--- src/pkg/bpcd_pkg.sv ---
// Constants, types and register map of the two bidirectional ports.
package bpcd_pkg;

    localparam int BPCD_PORT_W = 8;
    localparam int BPCD_E_DIR_W = 3;

    localparam logic [7:0] BPCD_OFS_C_PINS   = 8'h00;
    localparam logic [7:0] BPCD_OFS_C_LATCH  = 8'h04;
    localparam logic [7:0] BPCD_OFS_C_DIR    = 8'h08;
    localparam logic [7:0] BPCD_OFS_D_PINS   = 8'h0C;
    localparam logic [7:0] BPCD_OFS_D_LATCH  = 8'h10;
    localparam logic [7:0] BPCD_OFS_D_DIR    = 8'h14;
    localparam logic [7:0] BPCD_OFS_E_CTRL   = 8'h18;
    localparam logic [7:0] BPCD_OFS_STATUS   = 8'h1C;

    localparam logic [7:0] BPCD_DIR_RESET    = 8'hFF;
    localparam logic [2:0] BPCD_E_DIR_RESET  = 3'h7;
    localparam logic       BPCD_SLAVE_RESET  = 1'b0;
    localparam logic       BPCD_ROUTE_RESET  = 1'b1;

    localparam int BPCD_E_SLAVE_BIT = 4;
    localparam int BPCD_E_INPUT_BUFFER_OVERFLOW_BIT  = 5;
    localparam int BPCD_E_OBF_BIT   = 6;
    localparam int BPCD_E_IBF_BIT   = 7;

    localparam int BPCD_C_TMR1    = 0;
    localparam int BPCD_C_CAPCMP2 = 1;
    localparam int BPCD_C_CAPCMP1 = 2;
    localparam int BPCD_C_SCK     = 3;
    localparam int BPCD_C_SDI     = 4;
    localparam int BPCD_C_SDO     = 5;
    localparam int BPCD_C_TX      = 6;
    localparam int BPCD_C_RX      = 7;

    typedef enum logic {
        BPCD_BUS_IDLE = 1'b0,
        BPCD_BUS_ACK  = 1'b1
    } bpcd_bus_state_t;

    // One peripheral's claim on a pin; dir_in is one for input.
    typedef struct packed {
        logic en;
        logic dir_in;
        logic out;
    } bpcd_ovr_t;

    typedef struct packed {
        bpcd_ovr_t rx;
        bpcd_ovr_t tx;
        bpcd_ovr_t sdo;
        bpcd_ovr_t sdi;
        bpcd_ovr_t sck;
        bpcd_ovr_t capcmp1;
        bpcd_ovr_t capcmp2;
        bpcd_ovr_t tmr1;
    } bpcd_c_ovr_t;

    typedef struct packed {
        logic tmr1_clk;
        logic capcmp2;
        logic capcmp1;
        logic sck;
        logic sdi;
        logic rx;
        logic ck;
    } bpcd_c_periph_in_t;

    typedef struct packed {
        logic input_buffer_full;
        logic output_buffer_full;
        logic input_buffer_overflow;
    } bpcd_slave_flags_t;

    typedef struct packed {
        logic       drive;
        logic [7:0] data;
    } bpcd_slave_out_t;

endpackage

--- src/core/bpcd_top.sv ---
// Two bidirectional ports with direction, latch and pin registers on a Wishbone slave.
//
// The address map and register access over Wishbone were left to the implementer.
`timescale 1ns/100ps
`default_nettype none
module bpcd_top #(
    parameter int PORT_W = bpcd_pkg::BPCD_PORT_W
) (
    input  wire logic                        sys_clk,
    input  wire logic                        reset,
    input  wire logic                        wb_cyc_i,
    input  wire logic                        wb_stb_i,
    input  wire logic                        wb_we_i,
    input  wire logic [7:0]                  wb_adr_i,
    input  wire logic [3:0]                  wb_sel_i,
    input  wire logic [31:0]                 wb_dat_i,
    output var  logic [31:0]                 wb_dat_o,
    output logic                             wb_ack_o,
    input  wire logic                        capcmp2_route_option,
    input  wire bpcd_pkg::bpcd_c_ovr_t       c_ovr,
    output bpcd_pkg::bpcd_c_periph_in_t      c_periph_in,
    output logic                             capcmp2_on_c,
    input  wire logic [PORT_W-1:0]           c_pin_i,
    output logic [PORT_W-1:0]                c_pin_o,
    output logic [PORT_W-1:0]                c_pin_oe_n,
    input  wire logic [PORT_W-1:0]           d_pin_i,
    output logic [PORT_W-1:0]                d_pin_o,
    output logic [PORT_W-1:0]                d_pin_oe_n,
    input  wire bpcd_pkg::bpcd_slave_flags_t slave_flags,
    input  wire bpcd_pkg::bpcd_slave_out_t   slave_out,
    output logic [PORT_W-1:0]                parallel_slave_data,
    output logic                             slave_port_select,
    output logic [bpcd_pkg::BPCD_E_DIR_W-1:0] e_direction
);

    bpcd_pkg::bpcd_bus_state_t bus_state;
    bpcd_pkg::bpcd_bus_state_t next_bus_state;

    logic [PORT_W-1:0] c_direction;
    logic [PORT_W-1:0] c_out_latch;
    logic [PORT_W-1:0] d_direction;
    logic [PORT_W-1:0] d_out_latch;
    logic [bpcd_pkg::BPCD_E_DIR_W-1:0] e_dir_bits;
    logic              slave_mode;
    logic              route_opt;

    logic [PORT_W-1:0] c_pins;
    logic [PORT_W-1:0] d_pins;

    logic [PORT_W-1:0] c_ovr_en;
    logic [PORT_W-1:0] c_ovr_dir_in;
    logic [PORT_W-1:0] c_ovr_out;
    logic [PORT_W-1:0] d_ovr_en;
    logic [PORT_W-1:0] d_ovr_dir_in;
    logic [PORT_W-1:0] d_ovr_out;

    // Bus request decoding.
    wire       bus_req;
    wire       bus_take;
    wire       wr_take;
    wire [7:0] wr_byte;
    wire       hit_c_pins;
    wire       hit_c_latch;
    wire       hit_c_dir;
    wire       hit_d_pins;
    wire       hit_d_latch;
    wire       hit_d_dir;
    wire       hit_e_ctrl;
    wire       hit_status;
    wire [7:0] e_ctrl_value;
    wire [7:0] status_value;
    wire [7:0] read_value;

    // Widens an 8-bit port value to the register byte.
    function automatic logic [7:0] bpcd_byte(input logic [PORT_W-1:0] v);
        logic [7:0] r;
        r = '0;
        r[PORT_W-1:0] = v;
        return r;
    endfunction

    // Matches the word address, ignoring the byte-offset bits.
    function automatic logic bpcd_hit(input logic [7:0] adr, input logic [7:0] ofs);
        return adr[7:2] == ofs[7:2];
    endfunction

    assign bus_req  = wb_cyc_i && wb_stb_i;
    assign bus_take = bus_req && (bus_state == bpcd_pkg::BPCD_BUS_IDLE);
    assign wr_take  = bus_take && wb_we_i && wb_sel_i[0];
    assign wr_byte  = wb_dat_i[7:0];

    assign hit_c_pins  = bpcd_hit(wb_adr_i, bpcd_pkg::BPCD_OFS_C_PINS);
    assign hit_c_latch = bpcd_hit(wb_adr_i, bpcd_pkg::BPCD_OFS_C_LATCH);
    assign hit_c_dir   = bpcd_hit(wb_adr_i, bpcd_pkg::BPCD_OFS_C_DIR);
    assign hit_d_pins  = bpcd_hit(wb_adr_i, bpcd_pkg::BPCD_OFS_D_PINS);
    assign hit_d_latch = bpcd_hit(wb_adr_i, bpcd_pkg::BPCD_OFS_D_LATCH);
    assign hit_d_dir   = bpcd_hit(wb_adr_i, bpcd_pkg::BPCD_OFS_D_DIR);
    assign hit_e_ctrl  = bpcd_hit(wb_adr_i, bpcd_pkg::BPCD_OFS_E_CTRL);
    assign hit_status  = bpcd_hit(wb_adr_i, bpcd_pkg::BPCD_OFS_STATUS);

    // Control byte: slave flags, mode bit, a zero hole at bit 3, direction bits.
    assign e_ctrl_value = {slave_flags.input_buffer_full,
                           slave_flags.output_buffer_full,
                           slave_flags.input_buffer_overflow,
                           slave_mode,
                           1'b0,
                           e_dir_bits};

    // Status byte shows the slave mode bit and the route option.
    assign status_value = {6'h00, slave_mode, route_opt};

    // Pin reads return synchronised levels, latch reads the stored value.
    assign read_value = hit_c_pins  ? bpcd_byte(c_pins)      :
                        hit_c_latch ? bpcd_byte(c_out_latch) :
                        hit_c_dir   ? bpcd_byte(c_direction) :
                        hit_d_pins  ? bpcd_byte(d_pins)      :
                        hit_d_latch ? bpcd_byte(d_out_latch) :
                        hit_d_dir   ? bpcd_byte(d_direction) :
                        hit_e_ctrl  ? e_ctrl_value           :
                        hit_status  ? status_value           :
                        8'h00;

    // Single-wait-state slave: ack one cycle after the request, then idle.
    always_comb begin
        case (bus_state)
            bpcd_pkg::BPCD_BUS_IDLE: begin
                next_bus_state = bus_req ? bpcd_pkg::BPCD_BUS_ACK : bpcd_pkg::BPCD_BUS_IDLE;
            end
            bpcd_pkg::BPCD_BUS_ACK: begin
                next_bus_state = bpcd_pkg::BPCD_BUS_IDLE;
            end
            default: begin
                next_bus_state = bpcd_pkg::BPCD_BUS_IDLE;
            end
        endcase
    end

    assign wb_ack_o = (bus_state == bpcd_pkg::BPCD_BUS_ACK);

    always_ff @(posedge sys_clk) begin
        if (reset) begin
            bus_state <= bpcd_pkg::BPCD_BUS_IDLE;
            wb_dat_o  <= 32'h0000_0000;
        end else begin
            bus_state <= next_bus_state;
            if (bus_take) begin
                wb_dat_o <= {24'h00_0000, read_value};
            end
        end
    end

    // Direction and control registers return to their defaults on every reset.
    always_ff @(posedge sys_clk) begin
        if (reset) begin
            c_direction <= bpcd_pkg::BPCD_DIR_RESET[PORT_W-1:0];
            d_direction <= bpcd_pkg::BPCD_DIR_RESET[PORT_W-1:0];
            e_dir_bits  <= bpcd_pkg::BPCD_E_DIR_RESET;
            slave_mode  <= bpcd_pkg::BPCD_SLAVE_RESET;
        end else if (wr_take) begin
            if (hit_c_dir) begin
                c_direction <= wr_byte[PORT_W-1:0];
            end else if (hit_d_dir) begin
                d_direction <= wr_byte[PORT_W-1:0];
            end else if (hit_e_ctrl) begin
                e_dir_bits <= wr_byte[bpcd_pkg::BPCD_E_DIR_W-1:0];
                slave_mode <= wr_byte[bpcd_pkg::BPCD_E_SLAVE_BIT];
            end
        end
    end

    // Output latches have no reset so their contents survive a reset.
    always_ff @(posedge sys_clk) begin
        if (wr_take && (hit_c_pins || hit_c_latch)) begin
            c_out_latch <= wr_byte[PORT_W-1:0];
        end
        if (wr_take && (hit_d_pins || hit_d_latch)) begin
            d_out_latch <= wr_byte[PORT_W-1:0];
        end
    end

    // The route option is nonvolatile configuration, followed each cycle.
    always_ff @(posedge sys_clk) begin
        if (reset) begin
            route_opt <= bpcd_pkg::BPCD_ROUTE_RESET;
        end else begin
            route_opt <= capcmp2_route_option;
        end
    end

    assign capcmp2_on_c = route_opt;

    // Gathers the peripheral claims onto the pins of the first port.
    assign c_ovr_en = {c_ovr.rx.en,
                       c_ovr.tx.en,
                       c_ovr.sdo.en,
                       c_ovr.sdi.en,
                       c_ovr.sck.en,
                       c_ovr.capcmp1.en,
                       c_ovr.capcmp2.en && route_opt,
                       c_ovr.tmr1.en};

    assign c_ovr_dir_in = {c_ovr.rx.dir_in,
                           c_ovr.tx.dir_in,
                           c_ovr.sdo.dir_in,
                           c_ovr.sdi.dir_in,
                           c_ovr.sck.dir_in,
                           c_ovr.capcmp1.dir_in,
                           c_ovr.capcmp2.dir_in,
                           c_ovr.tmr1.dir_in};

    assign c_ovr_out = {c_ovr.rx.out,
                        c_ovr.tx.out,
                        c_ovr.sdo.out,
                        c_ovr.sdi.out,
                        c_ovr.sck.out,
                        c_ovr.capcmp1.out,
                        c_ovr.capcmp2.out,
                        c_ovr.tmr1.out};

    // Peripheral inputs read the synchronised pin levels at their bit positions; capcmp2 reads its pin only while route_opt is set.
    assign c_periph_in.tmr1_clk = c_pins[bpcd_pkg::BPCD_C_TMR1];
    assign c_periph_in.capcmp2  = route_opt && c_pins[bpcd_pkg::BPCD_C_CAPCMP2];
    assign c_periph_in.capcmp1  = c_pins[bpcd_pkg::BPCD_C_CAPCMP1];
    assign c_periph_in.sck      = c_pins[bpcd_pkg::BPCD_C_SCK];
    assign c_periph_in.sdi      = c_pins[bpcd_pkg::BPCD_C_SDI];
    assign c_periph_in.rx       = c_pins[bpcd_pkg::BPCD_C_RX];
    assign c_periph_in.ck       = c_pins[bpcd_pkg::BPCD_C_TX];

    // In slave mode the slave logic owns the second port's drivers.
    generate
        genvar n;
        for (n = 0; n < PORT_W; n++) begin : g_slave
            assign d_ovr_en[n]     = slave_mode;
            assign d_ovr_dir_in[n] = ~slave_out.drive;
            assign d_ovr_out[n]    = slave_out.data[n];
            assign parallel_slave_data[n] = slave_mode && d_pins[n];
        end
    endgenerate

    assign slave_port_select = slave_mode;
    assign e_direction       = e_dir_bits;

    bpcd_pin_cell #(
        .WIDTH (PORT_W)
    ) u_port_c (
        .sys_clk    (sys_clk),
        .reset      (reset),
        .dir_reg    (c_direction),
        .latch      (c_out_latch),
        .ovr_en     (c_ovr_en),
        .ovr_dir_in (c_ovr_dir_in),
        .ovr_out    (c_ovr_out),
        .pin_i      (c_pin_i),
        .pin_o      (c_pin_o),
        .pin_oe_n   (c_pin_oe_n),
        .pin_sync   (c_pins)
    );

    bpcd_pin_cell #(
        .WIDTH (PORT_W)
    ) u_port_d (
        .sys_clk    (sys_clk),
        .reset      (reset),
        .dir_reg    (d_direction),
        .latch      (d_out_latch),
        .ovr_en     (d_ovr_en),
        .ovr_dir_in (d_ovr_dir_in),
        .ovr_out    (d_ovr_out),
        .pin_i      (d_pin_i),
        .pin_o      (d_pin_o),
        .pin_oe_n   (d_pin_oe_n),
        .pin_sync   (d_pins)
    );

endmodule
`default_nettype wire

--- src/core/bpcd_pin_cell.sv ---
// Pin drivers and input synchronisers for one group of port pins.
`timescale 1ns/100ps
`default_nettype none
module bpcd_pin_cell #(
    parameter int WIDTH = 8
) (
    input  wire logic             sys_clk,
    input  wire logic             reset,
    input  wire logic [WIDTH-1:0] dir_reg,
    input  wire logic [WIDTH-1:0] latch,
    input  wire logic [WIDTH-1:0] ovr_en,
    input  wire logic [WIDTH-1:0] ovr_dir_in,
    input  wire logic [WIDTH-1:0] ovr_out,
    input  wire logic [WIDTH-1:0] pin_i,
    output var  logic [WIDTH-1:0] pin_o,
    output var  logic [WIDTH-1:0] pin_oe_n,
    output var  logic [WIDTH-1:0] pin_sync
);

    logic [WIDTH-1:0] eff_dir_in;
    logic [WIDTH-1:0] eff_out;
    logic [WIDTH-1:0] sync_first;

    // The override only steers the pin; the direction register is untouched.
    genvar i;
    generate
        for (i = 0; i < WIDTH; i++) begin : g_bit
            assign eff_dir_in[i] = ovr_en[i] ? ovr_dir_in[i] : dir_reg[i];
            assign eff_out[i]    = ovr_en[i] ? ovr_out[i] : latch[i];
        end
    endgenerate

    always_ff @(posedge sys_clk) begin
        if (reset) begin
            pin_oe_n   <= '1;
            pin_o      <= '0;
            sync_first <= '0;
            pin_sync   <= '0;
        end else begin
            pin_oe_n   <= eff_dir_in;
            pin_o      <= eff_out;
            sync_first <= pin_i;
            pin_sync   <= sync_first;
        end
    end

endmodule
`default_nettype wire

--- config.mk ---
export PLATFORM = sky130hd
export DESIGN_NAME = bpcd_top
export DESIGN_NICKNAME = d
export VERILOG_FILES = /design/src/pkg/bpcd_pkg.sv /design/src/core/bpcd_top.sv /design/src/core/bpcd_pin_cell.sv
export SDC_FILE = /design/constraint.sdc
export NUM_CORES = 1
export LEC_CHECK = 0
export BUFFER_PORTS_ARGS = -buffer_cell sky130_fd_sc_hd__buf_2
export CORE_MARGIN = 2
export CORE_UTILIZATION = 52
export DETAILED_ROUTE_END_ITERATION = 6
export PLACE_DENSITY = 0.85
export REMOVE_ABC_BUFFERS = 1
export SYNTH_ARGS = -nofsm -noshare
export SYNTH_HDL_FRONTEND = slang
export SYNTH_HIERARCHICAL = 1
export SYNTH_SLANG_ARGS = --single-unit
--- constraint.sdc ---
create_clock -name sys_clk -period 3.2 [get_ports sys_clk]
set_input_delay 0.48 -clock sys_clk [delete_from_list [all_inputs] [get_ports sys_clk]]
set_output_delay 0.48 -clock sys_clk [all_outputs]
set_load 0.005 [all_outputs]
==> results_dict.tcl <==
set metrics [dict create \
    cp_max_fo 30 \
    final_layout_size_suffix_gt1_share_pct 29.8 \
    dr.pass1.iters 6 \
    row_count 34 \
    die_width_um 98.0 \
    gp_congestion 0.969 \
    synth-async-reset-ratio_pct 0 \
    outcome "complete, no violations" \
    min_path_cells 2 \
    vias 3565 \
    worst-path-buf-inv 1 \
    timing.critical_path.arrival_ns 1.67 \
    delay_of_the_slowest_cell_on_the_worst_path_ns 0.92 \
    clk_transition_reported_paths_ns 0.10 \
    antenna_found_initial 0 \
    share_comb_of_total_power_pct 9.1 \
    cp_delay_by_family_top "flip-flops" \
    ys.flop_type "sky130_fd_sc_hd__dfxtp_1" \
    crit_path_start_kind "flip-flop" \
    cp.required_ns 2.72 \
    number_of_synthesized_flops_with_an_enable_pin 16 \
    switching_part_of_the_total_pct 23.7 \
    critPathKind "flip-flop to primary output" \
    nets 668 \
    initial_core_util_pct 53.2 \
    grt_pass1_vias 3189 \
    vias_per_cell 5.25 \
    cts.root.buffer_cell "sky130_fd_sc_hd__clkbuf_8" \
    cts-resized-gates 0 \
    grt.overflow.total 0 \
    initialDrtViolationCount 238 \
    timing.fmax_mhz 465 \
    clock-sinks 110 \
    synth_sequential_area_ratio_pct 51.4 \
    ir_worst_vdd_uv 249 \
    cts_post_setup_buffers_inserted 0 \
    worstMarginPinSlew_ns 0.908 \
    power.total_mw 2.44 \
    max-cap-violations 0 \
    setup_total_negative_slack_ns 0 \
    ioPinCount 187 \
    number_of_fillers_in_the_final_layout 723 \
    power_per_cell_area_nw_per_um2 450 \
    detailed_place_hpwl_mm 7.74 \
    critical_path_depth 2 \
    hold_buffers 0 \
    placement.io_buffers 133 \
    finish_stage_setup_viols 0 \
    slew_headroom_pct 39.4 \
    synth.yosys.warnings 6 \
    global_route_wire_length_before_repair_mm 16.0 \
    tritoncts.num_buffers 9 \
    post-route-min-period_ns 2.15 \
    design_area_sq_um 5430 \
    max_slew_violation_count 0 \
    switchingPower_mw 0.578 \
    ys_types 48 \
    tritoncts "yes" \
    synth_cells 434 \
    mapped_area_sq_um 4600 \
    grt_setup_unrepaired "false" \
    timing.clock.skew_ns 0.0175 \
    worst_r2r_path_depth 5 \
    area.sequential_sq_um 2360 \
    clk_path_buf_depth 2 \
    crit_path_top_delay_cell "sky130_fd_sc_hd__dfxtp_1" \
    detail_route.drc_violations 0 \
    layout_worst_path_cycle_share_pct 67.2 \
    grt_max_degree 67 \
    detailed_place.area_sq_um 5250 \
    path_cells "and2_1, buf_2" \
    detail_route.wl_per_cell_um 15.5 \
    path_class_of_the_lowest_slack_min_delay_path "primary input to flip-flop" \
    core_region_area_sq_um 8640 \
    routed_wl_mm 10.5 \
    antenna_cells 0 \
    timing.final.hold_violations 0 \
    cts.htree.levels 3 \
    clock_latency_ns 0.37 \
    postSynthRegisterBits 110 \
    seqPwrFrac_pct 59.3 \
    postSynthAreaPerCell_sq_um 10.6 \
    postRouteAntennaNets 0 \
    area_growth_syn_to_layout_pct 18.1 \
    p_clk_share_pct 31.6 \
    grt_usage_pct 21.2 \
    die_area_sq_um 9610 \
    power.internal_mw 1.87 \
    endpoint_kind "primary output" \
    multi_input_comb_area_sq_um 1950 \
    fp.dieH_um 98.0 \
    leakage_nw 2.34 \
]
power groups by stage:
stage                     Sequential, mW  Combinational (mW)  Clock (mW)
after global placement              1.48               0.212           0
after detailed placement            1.48               0.219           0
final                               1.45               0.221       0.772
after CTS                           1.45               0.220       0.789
after floorplan                     1.48              0.0926           0
after global routing                1.45               0.242       0.841
cells in the mapped netlist (all sizes together), types with 2 or more instances:
cell type	number	area share (%)
a32oi	5	0.95
a211o	16	3.0
edfxtp	16	10
mux2i	37	8.1
o31a	5	1.0
nor4	3	1.1
o31ai	7	1.1
o221ai	2	0.38
inv	9	0.74
or2	2	0.27
o21ai	20	2.2
nor4bb	2	0.44
and2	15	2.0
nor2	19	1.6
nand3b	2	0.33
buf	38	6.6
a31oi	2	0.27
nor3	2	0.22
and2b	14	2.3
a22o	5	0.95
o22ai	8	1.1
nor2b	42	5.7
dfxtp	94	41
and3	5	0.68
a21oi	9	0.98
and4	2	0.38
clkbuf	10	0.82
nand2	24	2.0
o211ai	5	0.82
a221oi	2	0.38
metal layers:
metal | global-route usage [%] | vias to the layer above | wire length, um
met3 | 3.87 | 19 | 719
met5 | 0 | - | 0
met4 | 8.55 | 0 | 230
met2 | 35.7 | 162 | 5090
li1 | - | 1741 | -
met1 | 26.9 | 1643 | 4510
metrics by stage:
step,instances,util (%),hold WS (ns),worst slack (ns)
2_1_floorplan,409,-,0.414,0.400
3_3_place_gp,663,60.8,0.417,0.965
3_5_place_dp,663,60.8,0.426,0.910
4_1_cts,679,62.8,0.291,1.05
5_1_grt,679,62.8,0.293,0.961
6_report,679,62.8,0.301,1.05
cell usage in the layout, fill, tap and decap left out, types with 11 or more instances in the layout:
| master | n |
|---|---|
| sky130_fd_sc_hd__nor2_1 | 19 |
| sky130_fd_sc_hd__edfxtp_1 | 16 |
| sky130_fd_sc_hd__mux2i_1 | 37 |
| sky130_fd_sc_hd__conb_1 | 24 |
| sky130_fd_sc_hd__buf_4 | 13 |
| sky130_fd_sc_hd__nor2b_1 | 42 |
| sky130_fd_sc_hd__clkbuf_8 | 11 |
| sky130_fd_sc_hd__nand2_1 | 24 |
| sky130_fd_sc_hd__and2_1 | 15 |
| sky130_fd_sc_hd__a211o_1 | 16 |
| sky130_fd_sc_hd__and2b_1 | 14 |
| sky130_fd_sc_hd__dfxtp_1 | 94 |
| sky130_fd_sc_hd__o21ai_0 | 20 |
| sky130_fd_sc_hd__buf_2 | 133 |
flip-flops by register name, indices dropped and copies added, names as in the netlist:
name	flops
u_port_c/sync_first	8
u_port_d/pin_o	8
u_port_c/pin_oe_n	8
d_direction	8
u_port_d/pin_sync	8
wb_ack_o	1
u_port_d/pin_oe_n	8
e_direction	3
u_port_c/pin_sync	8
d_out_latch	8
c_out_latch	8
c_direction	8
slave_port_select	1
u_port_d/sync_first	8
u_port_c/pin_o	8
capcmp2_on_c	1
wb_dat_o	8
final cells by class:
cell class,instances,share of cell area [%]
Tap cell,108,2.49
Timing Repair Buffer,146,14.1
Sequential cell,110,43.5
Clock buffer,13,2.93
Clock inverter,3,0.369
Multi-Input combinational cell,290,36.0
Inverter,9,0.623
worst paths after layout:
| path | start | endpoint | slack, ns |
|---|---|---|---|
| setup / recovery | slave_port_select | parallel_slave_data[2] | 1.05 |
| hold / removal | c_ovr[4] | u_port_c/pin_oe_n[1] | 0.30 |
| hold reg to reg | u_port_c/sync_first[4] | u_port_c/pin_sync[4] | 0.44 |
| setup reg to reg | wb_ack_o | d_direction[2] | 1.52 |
cell families after synthesis:
logic type | count (synthesis) | synth area share, %
AND/OR/NAND/NOR | 140 | 18.4
AO/OA/AOI/OAI | 88 | 13.7
buffers and inverters | 57 | 8.11
flip-flops | 110 | 51.4
other | 1 | 0.0816
multiplexers | 38 | 8.30
Note: power is estimated with default switching activity, not from simulation.
